`src/mpfc_consts.vh`:
```
/*
  Constants of the monitor pin function control block: register offsets,
  field positions, reset values and timing figures.
  Assumes inclusion by bare name from the design files of this block.
*/
`ifndef MPFC_CONSTS_VH
`define MPFC_CONSTS_VH

// ----------------------------------------------------------------------
// register byte offsets
// ----------------------------------------------------------------------
`define MPFC_OFF_CONFIG 8'h00
`define MPFC_OFF_CTRL 8'h04
`define MPFC_OFF_PINSEL 8'h08
`define MPFC_OFF_IDDIV 8'h0C
`define MPFC_OFF_FIFTHID 8'h10
`define MPFC_OFF_STATUS 8'h14
`define MPFC_OFF_MASK 8'h18
`define MPFC_OFF_STRAP 8'h1C

// ----------------------------------------------------------------------
// field positions
// ----------------------------------------------------------------------
`define MPFC_CFG_INT_EN 1
`define MPFC_CFG_RST_EN 4
`define MPFC_CTRL_RST_GO 0
`define MPFC_CTRL_ALERT 1
`define MPFC_CTRL_DIODE2 2
`define MPFC_ST_EXTRST 5
`define MPFC_ST_PULSE_DONE 6
`define MPFC_STRAP_TEST 0

// ----------------------------------------------------------------------
// reset values
// ----------------------------------------------------------------------
`define MPFC_RST_CONFIG 8'h00
`define MPFC_RST_CTRL 8'h00
`define MPFC_RST_PINSEL 8'h00
`define MPFC_RST_FANDIV 4'h0
`define MPFC_RST_MASK 8'h00

// ----------------------------------------------------------------------
// bus answers and timing
// ----------------------------------------------------------------------
`define MPFC_RESP_OKAY 2'b00
`define MPFC_RESP_SLVERR 2'b10
`define MPFC_CLK_PERIOD_NS 10
`define MPFC_TICK_NS 1000
`define MPFC_TICK_CYCLES (`MPFC_TICK_NS / `MPFC_CLK_PERIOD_NS)
`define MPFC_RST_MIN_MS 45
`define MPFC_RST_MIN_TICKS (`MPFC_RST_MIN_MS * 1000000 / `MPFC_TICK_NS)
`define MPFC_STRAP_SETTLE 2'h3

`endif

```
`src/mpfc_sync.v`:
```
/*
  Two flip-flop synchroniser for a group of pin levels.
  Assumes levels that stay stable for several clock cycles.
*/
`timescale 1ns/1ps

module mpfc_sync #(
  parameter WIDTH = 1
) (
  // clock and reset
  input wire clk,
  input wire reset_n,
  // levels
  input wire [WIDTH-1:0] asyncIn,
  output wire [WIDTH-1:0] syncOut
);

reg [WIDTH-1:0] stage1_q;
reg [WIDTH-1:0] stage2_q;

always @(posedge clk)
begin
  if (!reset_n)
  begin
    stage1_q <= {WIDTH{1'b1}};
    stage2_q <= {WIDTH{1'b1}};
  end
  else
  begin
    stage1_q <= asyncIn;
    stage2_q <= stage1_q;
  end
end

assign syncOut = stage2_q;

endmodule // mpfc_sync

```
`src/mpfc_pin_ctrl.v`:
```
/*
  Pin function control of a hardware monitor: interrupt / alert pin, master
  reset pin, test strap, address strap, dual purpose id / interrupt inputs
  and the second analog pair select, with an AXI4-Lite register slave.
  Assumes pads that split each two-way pin into in, out and enable, and a
  pad sense pair for the three-level address strap.
*/
// The register offsets and the AXI4-Lite slave port were left to the implementer.
// Operation
// - the interrupt pin is an active-low open-drain driver enabled only by config bit 1, which resets to 0.
// - the interrupt pin may instead serve as the active-low bus alert output.
// - the test strap held high at power-up enters the connectivity test mode, otherwise normal operation.
// - the master reset output is an active-low open-drain pulse of at least 45 ms.
// - the reset pulse is made only while config bit 4 is set, else the pin is left undriven.
// - the reset pin pulled low from outside acts as a power-on reset input.
// - each of the five dual-purpose inputs is chosen as a voltage code input or an interrupt input.
// - the five code inputs are read through the id and divisor register and the fifth bit register.
// - a select routes the second analog pair to supply monitoring or to the second remote diode.
// - the address strap sets the two low address bits: 01 high, 10 low, 00 floating.
// - in test mode the address pin turns to an output carrying the test chain result.
`timescale 1ns/1ps
`include "mpfc_consts.vh"

module mpfc_pin_ctrl #(
  parameter RST_TICKS = `MPFC_RST_MIN_TICKS + 1,
  parameter TICK_CYCLES = `MPFC_TICK_CYCLES
) (
  // clock and reset
  input wire clk,
  input wire reset_n,
  // axi4-lite write address and data
  input wire [7:0] s_axi_awaddr,
  input wire s_axi_awvalid,
  output wire s_axi_awready,
  input wire [31:0] s_axi_wdata,
  input wire [3:0] s_axi_wstrb,
  input wire s_axi_wvalid,
  output wire s_axi_wready,
  // axi4-lite write response
  output wire [1:0] s_axi_bresp,
  output wire s_axi_bvalid,
  input wire s_axi_bready,
  // axi4-lite read
  input wire [7:0] s_axi_araddr,
  input wire s_axi_arvalid,
  output wire s_axi_arready,
  output wire [31:0] s_axi_rdata,
  output wire [1:0] s_axi_rresp,
  output wire s_axi_rvalid,
  input wire s_axi_rready,
  // interrupt / alert pin
  output wire intPinOut,
  output wire intPinOe,
  input wire alertAck,
  output wire irq,
  // master reset pin
  input wire resetPinIn,
  output wire resetPinOut,
  output wire resetPinOe,
  output wire deviceReset_n,
  // test strap and address strap pin
  input wire test_mode_strap_in,
  input wire addrSenseHigh,
  input wire addrSenseLow,
  output wire test_chain_out,
  output wire test_chain_oe,
  output wire [1:0] addrLowBits,
  output wire testMode,
  // dual purpose inputs and analog select
  input wire [4:0] processor_voltage_code_in,
  output wire [4:0] external_irq_in_sel,
  output wire diode2Select
);

// ----------------------------------------------------------------------
// states and decode
// ----------------------------------------------------------------------
localparam [1:0] ST_IDLE = 2'b01;
localparam [1:0] ST_PULSE = 2'b10;
localparam [3:0] IDX_NONE = 4'hF;

function [3:0] regIndex;
  input [7:0] addr;
  begin
    if (addr == `MPFC_OFF_CONFIG) regIndex = 4'h0;
    else if (addr == `MPFC_OFF_CTRL) regIndex = 4'h1;
    else if (addr == `MPFC_OFF_PINSEL) regIndex = 4'h2;
    else if (addr == `MPFC_OFF_IDDIV) regIndex = 4'h3;
    else if (addr == `MPFC_OFF_FIFTHID) regIndex = 4'h4;
    else if (addr == `MPFC_OFF_STATUS) regIndex = 4'h5;
    else if (addr == `MPFC_OFF_MASK) regIndex = 4'h6;
    else if (addr == `MPFC_OFF_STRAP) regIndex = 4'h7;
    else regIndex = IDX_NONE;
  end
endfunction

// ----------------------------------------------------------------------
// pin synchronisers
// ----------------------------------------------------------------------
wire [9:0] pinSync;

mpfc_sync #(
  .WIDTH(10)
) uSync (
  .clk(clk),
  .reset_n(reset_n),
  .asyncIn({addrSenseLow, addrSenseHigh, test_mode_strap_in, resetPinIn, processor_voltage_code_in, 1'b0}),
  .syncOut(pinSync)
);

wire [4:0] codeSync = pinSync[5:1];
wire resetPinSync = pinSync[6];
wire strapSync = pinSync[7];
wire addrHighSync = pinSync[8];
wire addrLowSync = pinSync[9];

// ----------------------------------------------------------------------
// registers
// ----------------------------------------------------------------------
reg awReady_q, wReady_q, bValid_q, arReady_q, rValid_q;
reg awHeld_q, wHeld_q;
reg [7:0] awAddr_q;
reg [7:0] wData_q;
reg wLane0_q;
reg [1:0] bResp_q, rResp_q;
reg [31:0] rData_q;
reg [7:0] config_q, ctrl_q, mask_q, status_q;
reg [4:0] pinSel_q;
reg [3:0] fanDiv_q;
reg [4:0] codePrev_q;
reg [1:0] state_q;
reg [7:0] tickCnt_q;
reg [23:0] pulseCnt_q;
reg rstGo_q;
reg [2:0] driveHist_q;
reg extLow_q;
reg [1:0] strapWait_q;
reg strapDone_q, testMode_q;
reg [1:0] addrBits_q;
reg intOe_q, alert_q, irq_q, chainOut_q, chainOe_q;
reg pendPrev_q;

wire writeFire = awHeld_q & wHeld_q & ~bValid_q;
wire [3:0] wIdx = regIndex(awAddr_q);
wire wrOk = writeFire & wLane0_q & (wIdx != IDX_NONE);
wire tick = (tickCnt_q == TICK_CYCLES - 1);
wire [7:0] pending = status_q & mask_q;

// ----------------------------------------------------------------------
// axi4-lite slave
// ----------------------------------------------------------------------
always @(posedge clk)
begin
  if (!reset_n)
  begin
    awReady_q <= 1'b0;
    wReady_q <= 1'b0;
    awHeld_q <= 1'b0;
    wHeld_q <= 1'b0;
    bValid_q <= 1'b0;
    bResp_q <= `MPFC_RESP_OKAY;
    awAddr_q <= 8'h00;
    wData_q <= 8'h00;
    wLane0_q <= 1'b0;
  end
  else
  begin
    if (s_axi_awvalid && awReady_q)
    begin
      awHeld_q <= 1'b1;
      awReady_q <= 1'b0;
      awAddr_q <= s_axi_awaddr;
    end
    else if (!awHeld_q && !bValid_q)
    begin
      awReady_q <= 1'b1;
    end
    if (s_axi_wvalid && wReady_q)
    begin
      wHeld_q <= 1'b1;
      wReady_q <= 1'b0;
      wData_q <= s_axi_wdata[7:0];
      wLane0_q <= s_axi_wstrb[0];
    end
    else if (!wHeld_q && !bValid_q)
    begin
      wReady_q <= 1'b1;
    end
    if (writeFire)
    begin
      bValid_q <= 1'b1;
      awHeld_q <= 1'b0;
      wHeld_q <= 1'b0;
      bResp_q <= (wIdx == IDX_NONE) ? `MPFC_RESP_SLVERR : `MPFC_RESP_OKAY;
    end
    else if (bValid_q && s_axi_bready)
    begin
      bValid_q <= 1'b0;
    end
  end
end

always @(posedge clk)
begin
  if (!reset_n)
  begin
    arReady_q <= 1'b0;
    rValid_q <= 1'b0;
    rData_q <= 32'h00000000;
    rResp_q <= `MPFC_RESP_OKAY;
  end
  else if (s_axi_arvalid && arReady_q)
  begin
    arReady_q <= 1'b0;
    rValid_q <= 1'b1;
    rResp_q <= `MPFC_RESP_OKAY;
    case (regIndex(s_axi_araddr))
      4'h0: rData_q <= {24'h000000, config_q};
      4'h1: rData_q <= {24'h000000, ctrl_q};
      4'h2: rData_q <= {27'h0000000, pinSel_q};
      4'h3: rData_q <= {24'h000000, fanDiv_q, codeSync[3:0]};
      4'h4: rData_q <= {31'h00000000, codeSync[4]};
      4'h5: rData_q <= {24'h000000, status_q};
      4'h6: rData_q <= {24'h000000, mask_q};
      4'h7: rData_q <= {29'h00000000, addrBits_q, testMode_q};
      default:
      begin
        rData_q <= 32'h00000000;
        rResp_q <= `MPFC_RESP_SLVERR;
      end
    endcase
  end
  else if (rValid_q && s_axi_rready)
  begin
    rValid_q <= 1'b0;
    arReady_q <= 1'b1;
  end
  else if (!rValid_q)
  begin
    arReady_q <= 1'b1;
  end
end

// ----------------------------------------------------------------------
// software registers
// ----------------------------------------------------------------------
always @(posedge clk)
begin
  if (!reset_n)
  begin
    config_q <= `MPFC_RST_CONFIG;
    ctrl_q <= `MPFC_RST_CTRL;
    pinSel_q <= 5'h00;
    fanDiv_q <= `MPFC_RST_FANDIV;
    mask_q <= `MPFC_RST_MASK;
    rstGo_q <= 1'b0;
  end
  else
  begin
    rstGo_q <= wrOk && (wIdx == 4'h1) && wData_q[`MPFC_CTRL_RST_GO];
    if (wrOk && wIdx == 4'h0) config_q <= wData_q;
    if (wrOk && wIdx == 4'h1) ctrl_q <= {wData_q[7:1], 1'b0};
    if (wrOk && wIdx == 4'h2) pinSel_q <= wData_q[4:0];
    if (wrOk && wIdx == 4'h3) fanDiv_q <= wData_q[7:4];
    if (wrOk && wIdx == 4'h6) mask_q <= wData_q;
  end
end

// ----------------------------------------------------------------------
// sticky status, set wins over write-one-to-clear
// ----------------------------------------------------------------------
wire [4:0] irqFall = codePrev_q & ~codeSync & pinSel_q;
wire extLowNow = ~resetPinSync & ~(|driveHist_q) & (state_q == ST_IDLE);
wire pulseDone = (state_q == ST_PULSE) & tick & (pulseCnt_q == RST_TICKS - 1);
// bit 7 unused, bit 6 pulse done, bit 5 outside reset seen, bits 4:0 interrupt inputs
wire [7:0] events = {1'b0, pulseDone, ~extLow_q & extLowNow, irqFall};

always @(posedge clk)
begin
  if (!reset_n)
  begin
    status_q <= 8'h00;
    codePrev_q <= 5'h1F;
    extLow_q <= 1'b0;
    driveHist_q <= 3'h0;
  end
  else
  begin
    status_q <= (status_q & ~((wrOk && wIdx == 4'h5) ? wData_q : 8'h00)) | events;
    codePrev_q <= codeSync;
    extLow_q <= extLowNow;
    driveHist_q <= {driveHist_q[1:0], state_q == ST_PULSE};
  end
end

// ----------------------------------------------------------------------
// master reset pulse
// ----------------------------------------------------------------------
always @(posedge clk)
begin
  if (!reset_n)
  begin
    state_q <= ST_IDLE;
    tickCnt_q <= 8'h00;
    pulseCnt_q <= 24'h000000;
  end
  else
  begin
    tickCnt_q <= tick ? 8'h00 : tickCnt_q + 8'h01;
    case (state_q)
      ST_IDLE:
      begin
        pulseCnt_q <= 24'h000000;
        if (rstGo_q && config_q[`MPFC_CFG_RST_EN])
          state_q <= ST_PULSE;
      end
      ST_PULSE:
      begin
        if (!config_q[`MPFC_CFG_RST_EN])
          state_q <= ST_IDLE;
        else if (tick && pulseCnt_q == RST_TICKS - 1)
          state_q <= ST_IDLE;
        else if (tick)
          pulseCnt_q <= pulseCnt_q + 24'h000001;
      end
      default: state_q <= ST_IDLE;
    endcase
  end
end

// ----------------------------------------------------------------------
// straps, test chain and pin drivers
// ----------------------------------------------------------------------
wire [5:0] chain;
assign chain[0] = strapSync;
genvar gi;
generate
  for (gi = 0; gi < 5; gi = gi + 1)
  begin : gChain
    assign chain[gi+1] = ~(chain[gi] & codeSync[gi]);
  end
endgenerate

always @(posedge clk)
begin
  if (!reset_n)
  begin
    strapWait_q <= 2'h0;
    strapDone_q <= 1'b0;
    testMode_q <= 1'b0;
    addrBits_q <= 2'b00;
    intOe_q <= 1'b0;
    alert_q <= 1'b0;
    irq_q <= 1'b0;
    pendPrev_q <= 1'b0;
    chainOut_q <= 1'b0;
    chainOe_q <= 1'b0;
  end
  else
  begin
    if (!strapDone_q)
    begin
      if (strapWait_q == `MPFC_STRAP_SETTLE)
      begin
        strapDone_q <= 1'b1;
        testMode_q <= strapSync;
        if (addrHighSync && !addrLowSync) addrBits_q <= 2'b01;
        else if (addrLowSync && !addrHighSync) addrBits_q <= 2'b10;
        else addrBits_q <= 2'b00;
      end
      else
        strapWait_q <= strapWait_q + 2'h1;
    end
    chainOe_q <= testMode_q;
    chainOut_q <= chain[5];
    pendPrev_q <= |pending;
    irq_q <= |pending;
    if (|pending && !pendPrev_q) alert_q <= 1'b1;
    else if (alertAck || !(|pending)) alert_q <= 1'b0;
    intOe_q <= config_q[`MPFC_CFG_INT_EN] &
               (ctrl_q[`MPFC_CTRL_ALERT] ? alert_q : |pending);
  end
end

// ----------------------------------------------------------------------
// outputs
// ----------------------------------------------------------------------
assign s_axi_awready = awReady_q;
assign s_axi_wready = wReady_q;
assign s_axi_bvalid = bValid_q;
assign s_axi_bresp = bResp_q;
assign s_axi_arready = arReady_q;
assign s_axi_rvalid = rValid_q;
assign s_axi_rdata = rData_q;
assign s_axi_rresp = rResp_q;
assign intPinOut = 1'b0;
assign intPinOe = intOe_q;
assign irq = irq_q;
assign resetPinOut = 1'b0;
assign resetPinOe = driveHist_q[0];
assign deviceReset_n = ~extLow_q;
assign test_chain_out = chainOut_q;
assign test_chain_oe = chainOe_q;
assign addrLowBits = addrBits_q;
assign testMode = testMode_q;
assign external_irq_in_sel = pinSel_q;
assign diode2Select = ctrl_q[`MPFC_CTRL_DIODE2];

endmodule // mpfc_pin_ctrl

```
`config.mk`:
```
export PLATFORM = sky130hd
export DESIGN_NAME = mpfc_pin_ctrl
export DESIGN_NICKNAME = d
export VERILOG_FILES = /design/src/mpfc_sync.v /design/src/mpfc_pin_ctrl.v
export VERILOG_INCLUDE_DIRS = /design/src
export SDC_FILE = /design/constraint.sdc
export NUM_CORES = 1
export LEC_CHECK = 0
export ABC_CLOCK_PERIOD_IN_PS = 3200
export BUFFER_PORTS_ARGS = -buffer_cell sky130_fd_sc_hd__buf_4
export CORE_MARGIN = 2
export CORE_UTILIZATION = 30
export DETAILED_ROUTE_END_ITERATION = 8
export REMOVE_ABC_BUFFERS = 1
export SKIP_CTS_REPAIR_TIMING = 1
export SLEW_MARGIN = 10
export SYNTH_ARGS = -nofsm -noshare
export SYNTH_HDL_FRONTEND = slang
export SYNTH_SLANG_ARGS = --single-unit
```
`constraint.sdc`:
```
create_clock -name clk -period 3.2 [get_ports clk]
set_input_delay 0.48 -clock clk [delete_from_list [all_inputs] [get_ports clk]]
set_output_delay 0.48 -clock clk [all_outputs]
set_load 0.01 [all_outputs]
```
# Word-level counts from Yosys, hierarchy flattened
# Cells that the tools add are included.
# word_totals
ff_bits,175
in_bits,69
# op_classes
addsub,3
n_reduce_logical,47
eq_ne,39
bitwise_logic,34
n_mux,44
# op_table
op,n
24-bit two-way mux,3
4-bit two-way mux,18
"8-bit by 5-bit == test with 1-bit output, second input constant",8
8-bit case mux with 8 select lines,1
24-bit case mux with 2 select lines,1
"8-bit by 4-bit == test with 1-bit output, second input constant",4
"24-bit by 1-bit adder with 24-bit output, second input constant",1
"24-bit by 16-bit == test with 1-bit output, second input constant",1
"4-bit by 3-bit == test with 1-bit output, second input constant",6
1-bit logical AND,19
8-bit AND,2
"4-bit by 2-bit == test with 1-bit output, second input constant",4
"8-bit by 3-bit == test with 1-bit output, second input constant",2
8-bit zero test,2
8-bit OR reduction,2
1-bit AND,15
2-bit two-way mux,7
1-bit two-way mux,12
1-bit NOT,12
5-bit AND,2
2-bit OR reduction,5
"8-bit by 1-bit adder with 8-bit output, second input constant",1
"4-bit by 1-bit == test with 1-bit output, second input constant",2
"8-bit by 7-bit == test with 1-bit output, second input constant",1
other kinds (20),36

# Depth between registers and ports, before layout
# depth
ltp_word,16
ltp_mapped,8

# Cells and area by module
# Synthesis repeated with hierarchy kept, for this count alone.
# hier_totals
hier_cells,696
area_unflattened_um2,6236.0
# by_module_without_submodules
module,area_per_inst_um2,n_inst,seq_area_each_um2,cells_per_inst
mpfc_pin_ctrl,5695.5,1,2582.5,654
mpfc_sync,540.5,1,400.4,42

# Worst setup path before layout
# OpenSTA, ideal clock, no wires.
# synth_timing
path_kind,input -> register
start,input port s_axi_araddr[0]
end,"register rData_q[7], in the netlist s_axi_rdata[7]"
path_buffers,1
setup_slack_ns,1.140
path_stages,6
arrival_time_ns,1.986
setup_time_ns,0.074
required_time_ns,3.126
path_cell_list,or4_1 > or4_1 > clkbuf_1 > nor3_2 > a22oi_1 > o21ai_0
# synth_between
elab_chain_len,13
elab_cells_between_ends,27
cone_classes,eq/ne (14); mux (11); reduce/logical (2)
# synth_rtl
element,line,source
start: declaration,mpfc_pin_ctrl.v:44,"input wire [7:0] s_axi_araddr,"
8-bit by 5-bit == test with 1-bit output (no source line),-,
4-bit two-way mux,mpfc_pin_ctrl.v:92,else if (addr == `MPFC_OFF_STRAP) regIndex = 4'h7;
4-bit two-way mux,mpfc_pin_ctrl.v:91,else if (addr == `MPFC_OFF_MASK) regIndex = 4'h6;
4-bit two-way mux,mpfc_pin_ctrl.v:90,else if (addr == `MPFC_OFF_STATUS) regIndex = 4'h5;
4-bit two-way mux,mpfc_pin_ctrl.v:89,else if (addr == `MPFC_OFF_FIFTHID) regIndex = 4'h4;
4-bit two-way mux,mpfc_pin_ctrl.v:88,else if (addr == `MPFC_OFF_IDDIV) regIndex = 4'h3;
4-bit two-way mux,mpfc_pin_ctrl.v:87,else if (addr == `MPFC_OFF_PINSEL) regIndex = 4'h2;
4-bit two-way mux,mpfc_pin_ctrl.v:86,else if (addr == `MPFC_OFF_CTRL) regIndex = 4'h1;
4-bit two-way mux (*),mpfc_pin_ctrl.v:85,if (addr == `MPFC_OFF_CONFIG) regIndex = 4'h0;
4-bit two-way mux (*),mpfc_pin_ctrl.v:212,else if (s_axi_arvalid && arReady_q)
4-bit two-way mux (*),mpfc_pin_ctrl.v:205,if (!reset_n)
4-bit by 3-bit == test with 1-bit output (tied with other cells),mpfc_pin_ctrl.v:217,case (regIndex(s_axi_araddr))
8-bit case mux with 8 select lines (*),mpfc_pin_ctrl.v:217,
end signal: assignment,mpfc_pin_ctrl.v:218,"4'h0: rData_q <= {24'h000000, config_q};"
end signal: assignment,mpfc_pin_ctrl.v:219,"4'h1: rData_q <= {24'h000000, ctrl_q};"
end signal: assignment,mpfc_pin_ctrl.v:220,"4'h2: rData_q <= {27'h0000000, pinSel_q};"
end: declaration,mpfc_pin_ctrl.v:126,reg [31:0] rData_q;
# Mark *: on every way between the ends. The rest lies on a longest branch, timed or not. The select of a mux whose other input is x is not followed.
# A chain may end at the register's enable or synchronous reset.

# Worst setup path after layout
# layout_timing
start,register tickCnt_q[0]
end,register pulseCnt_q[18]
# layout_between
elab_chain_len,4
elab_cells_between_ends,5
cone_classes,eq/ne (3); reduce/logical (2)
# layout_rtl
element,line,source
start: declaration,mpfc_pin_ctrl.v:132,reg [7:0] tickCnt_q;
start signal: assignment,mpfc_pin_ctrl.v:309,tickCnt_q <= tick ? 8'h00 : tickCnt_q + 8'h01;
8-bit by 7-bit == test with 1-bit output (*),mpfc_pin_ctrl.v:146,wire tick = (tickCnt_q == TICK_CYCLES - 1);
1-bit logical AND,mpfc_pin_ctrl.v:321,else if (tick && pulseCnt_q == RST_TICKS - 1)
2-bit inequality test (no source line),-,
4-bit AND reduction (no source line) (*),-,
end signal: assignment,mpfc_pin_ctrl.v:324,pulseCnt_q <= pulseCnt_q + 24'h000001;
end: declaration,mpfc_pin_ctrl.v:133,reg [23:0] pulseCnt_q;
# Mark *: on every way between the ends. The rest lies on a longest branch, timed or not.

==> impl_metrics.py <==
metrics = {
    "status": {
        "outcome": "complete, no violations",
    },
    "yosys": {
        "synthArstFlopShare_pct": 0,
        "synth_flop_cell": "dfxtp_1",
        "yosysWarnings": 0,
        "ys_ff_latch": 147,
        "synth_area_um2": 6190,
        "synth_cells": 692,
        "synthTopCellsByArea": "dfxtp_1, nand2_1, mux2i_1, nor2_1, a21oi_1",
        "synth-seq-area-share_pct": 47.5,
        "yosys.area.top_type_share_pct": 47.5,
        "synth-edff-count": 0,
        "syn_area_per_cell_um2": 8.95,
        "synth.largest_area_cell": "dfxtp_1",
        "yosys.cell_types.count": 69,
    },
    "place": {
        "io_buffers": 71,
        "dp_hpwl_um": 9760,
        "routabilityCongestion": 0.806,
        "place_inst": 1008,
    },
    "route": {
        "detail-route-antenna-nets": 0,
        "vias": 4928,
        "drt-initial-drc-count": 268,
        "dr.pass1.iters": 6,
        "drc": 0,
        "routed_via_density": 4.74,
        "wire_per_inst_um": 13.5,
        "routed_wl_um": 14100,
    },
    "critical_path": {
        "crit_family": "simple AND/OR/NAND/NOR gates",
        "r2r-start": "tickCnt_q[0]$_SDFF_PP0_",
        "startpoint": "tickCnt_q[0]$_SDFF_PP0_",
        "cp.arrival_ns": 2.60,
        "cpMaxStageDelayCell": "or4_1",
        "cp.depth": 7,
        "startpoint_type": "flip-flop",
        "crit_end": "pulseCnt_q[18]$_SDFFE_PN0P_",
        "critical_path_required_ns": 3.53,
        "crit_fanout": 14,
        "crit_type": "reg -> reg",
        "r2r_cells": 7,
        "ff2ff_setup_slack_ns": 0.93,
        "crit_buf_inv": 1,
        "cp_cell_sequence": "ha_1 -> nand4b_1 -> o31ai_4 -> o2111ai_1 -> buf_4 -> or4_1 -> a21oi_1",
        "worstReg2RegEnd": "pulseCnt_q[18]$_SDFFE_PN0P_",
        "worstSetupEndpointType": "flip-flop",
        "max_stage_delay_ns": 0.50,
    },
    "timing": {
        "period_minus_slack_ns": 2.27,
        "slew_headroom_pct": 45.3,
        "hold_violations": 0,
        "finalCritPeriodShare_pct": 70.8,
        "rsz0062_at_grt": "no",
        "max_freq_ghz": 0.441,
        "setup_viol": 0,
        "drv_slew": 0,
        "tightest_slew_ns": 0.821,
        "setup_tns_ns": 0,
        "timing.clock.skew_ns": 0.0125,
    },
    "cts": {
        "numCtsBuffers": 17,
        "htreeDepth": 4,
        "worstSkewPairLatency_ns": 0.42,
        "clkSlewWorstSetupHoldPaths_ns": 0.06,
        "cts_tree": "yes",
        "cts_root_buf": "clkbuf_16",
        "clkSinkCount": 147,
        "clk_path_buf_depth": 2,
    },
    "flow_run": {
        "maxCapViolCount": 0,
    },
    "floorplanning": {
        "num_io_pins": 127,
        "core.rowCount": 52,
        "die_h_um": 148,
        "die_area_um2": 21800,
        "start_util_pct": 30.6,
        "core_region_area_um2": 20200,
        "die_w_um": 148,
    },
    "global_routing": {
        "grt_overflow": 0,
        "antenna_found_initial": 0,
        "grt_util_all_layers_pct": 13.2,
        "grt_max_degree": 70,
        "grt_pass1_wl_um": 23000,
        "grt_pass1_vias": 4500,
    },
    "power": {
        "power.leakage_uw": 0.00289,
        "ir_worst_vdd_mv": 0.374,
        "powerDensity_nw_per_um2": 554,
    },
    "cells_and_area": {
        "insertedDiodeCount": 0,
        "area_growth_pct": 20.4,
        "drive_gt1_share_pct": 16.5,
        "fin_cells": 1040,
        "finalNetCount": 830,
    },
    "hold_path": {
        "min_path_cells": 2,
        "hold_path.class": "in -> reg",
    },
}
## metal layers
layer,vias up,track usage [%],part of all wire (%)
li1,2506,-,-
met1,2288,17.5,47
met2,117,20.9,47
met3,17,3.30,4.2
met4,0,5.00,1.6
met5,-,0,0
## synthesized netlist by cell type, drive strengths merged, types with 2 or more instances
cell	n
nand3	29
xor2	3
a311oi	2
mux4	2
a21oi	49
a32o	2
a31oi	4
nor4b	6
o211ai	3
mux2	6
nor2b	5
o22ai	2
a221o	3
nand2b	30
inv	11
a21o	5
or4	10
ha	4
o21ai	20
clkbuf	23
xnor2	12
nor2	75
nor4	4
and4	2
or3	10
nand3b	4
mux2i	32
nand4	9
o311ai	2
and3	4
nand2	89
nand4b	2
nor3	9
o22a	2
buf	33
and2	7
o31ai	4
dfxtp	147
a22oi	10
## cell usage in the layout, fill, tap and decap left out, types with 3 or more instances in the layout
cell type / instances
dfxtp_1: 147
nand2_1: 88
nor2_1: 75
buf_4: 75
a21oi_1: 49
mux2i_1: 32
nand2b_1: 30
nand3_1: 28
conb_1: 28
o21ai_0: 19
clkbuf_16: 17
xnor2_1: 12
inv_1: 11
a22oi_1: 10
or3_1: 9
nand4_1: 8
nor3_1: 8
or4_1: 8
and2_1: 7
mux2_2: 6
nor4b_1: 5
nor2b_1: 5
a21o_1: 5
inv_6: 5
and3_1: 4
nand3b_1: 4
a31oi_1: 4
ha_1: 4
o211ai_1: 3
nor4_1: 3
xor2_1: 3
a221o_1: 3
o31ai_1: 3
inv_8: 3
clkinv_4: 3
## cell type report
type	count	area, um2
sequential	147	2940
multi-input combinational	504	2990
clock buffer	19	443
timing repair buffer	75	563
clock inverter	13	139
inverter	12	45.0
tap	270	338
fill	2065	12800
## worst register-to-register path, cell delays in order, from the launching register on
cell and delay (ns):
dfxtp_1 0.37, ha_1 0.24, nand4b_1 0.24, o31ai_4 0.34
o2111ai_1 0.14, buf_4 0.19, or4_1 0.50, a21oi_1 0.15
## how the worst min path moves through the flow
stage	slack, ns	startpoint	to
floorplan	0.39	uSync.stage1_q[1]$_SDFF_PN1_	uSync.syncOut[1]$_SDFF_PN1_
global placement	0.39	uSync.stage1_q[1]$_SDFF_PN1_	uSync.syncOut[1]$_SDFF_PN1_
detailed placement	0.39	uSync.stage1_q[8]$_SDFF_PN1_	uSync.syncOut[8]$_SDFF_PN1_
CTS	0.22	processor_voltage_code_in[4]	uSync.stage1_q[5]$_SDFF_PN1_
global route	0.21	processor_voltage_code_in[4]	uSync.stage1_q[5]$_SDFF_PN1_
finish	0.24	processor_voltage_code_in[0]	uSync.stage1_q[1]$_SDFF_PN1_
## per-stage QoR
step / power [uW] / hold WS (ns) / setup WS (ns) / area, um2 / util [%]
finish: 4130 / 0.236 / 0.934 / 7460 / 36.9
global route: 4290 / 0.213 / 0.700 / 7460 / 36.9
CTS: 4180 / 0.221 / 0.911 / 7460 / 36.9
detailed placement: 2220 / 0.391 / 0.675 / 6880 / 34.0
global placement: 2220 / 0.388 / 0.690 / 6880 / 34.0
floorplan: 2100 / 0.386 / 0.332 / 5970 / -
## sequential cells by signal, summed over array words and instances (netlist names), 3 cells and up
| name | flops |
|---|---|
| config_q | 8 |
| status_q | 8 |
| awAddr_q | 8 |
| uSync.syncOut | 9 |
| uSync.stage1_q | 9 |
| fanDiv_q | 4 |
| mask_q | 8 |
| external_irq_in_sel | 5 |
| s_axi_rdata | 8 |
| pulseCnt_q | 24 |
| driveHist_q | 3 |
| codePrev_q | 5 |
| ctrl_q | 7 |
| wData_q | 8 |
| tickCnt_q | 8 |
## power breakdown
part           switching [uW]  internal [uW]
Sequential               46.9           1880
Combinational             139            112
Clock                     825           1120
Total                    1010           3120
## kinds of logic (layout without fill, tap and decap cells)
logic type	count (synthesis)	in the layout	synth area share, %
AO/OA/AOI/OAI	118	118	12.1
XOR/XNOR	15	15	2.12
adder cells (fa/ha/maj)	4	4	0.808
buffers and inverters	68	119	5.88
flip-flops	147	147	47.5
multiplexers	40	40	6.99
other	1	28	0.0606
AND/OR/NAND/NOR	299	299	24.5
Power figures use the tool's default switching activity.
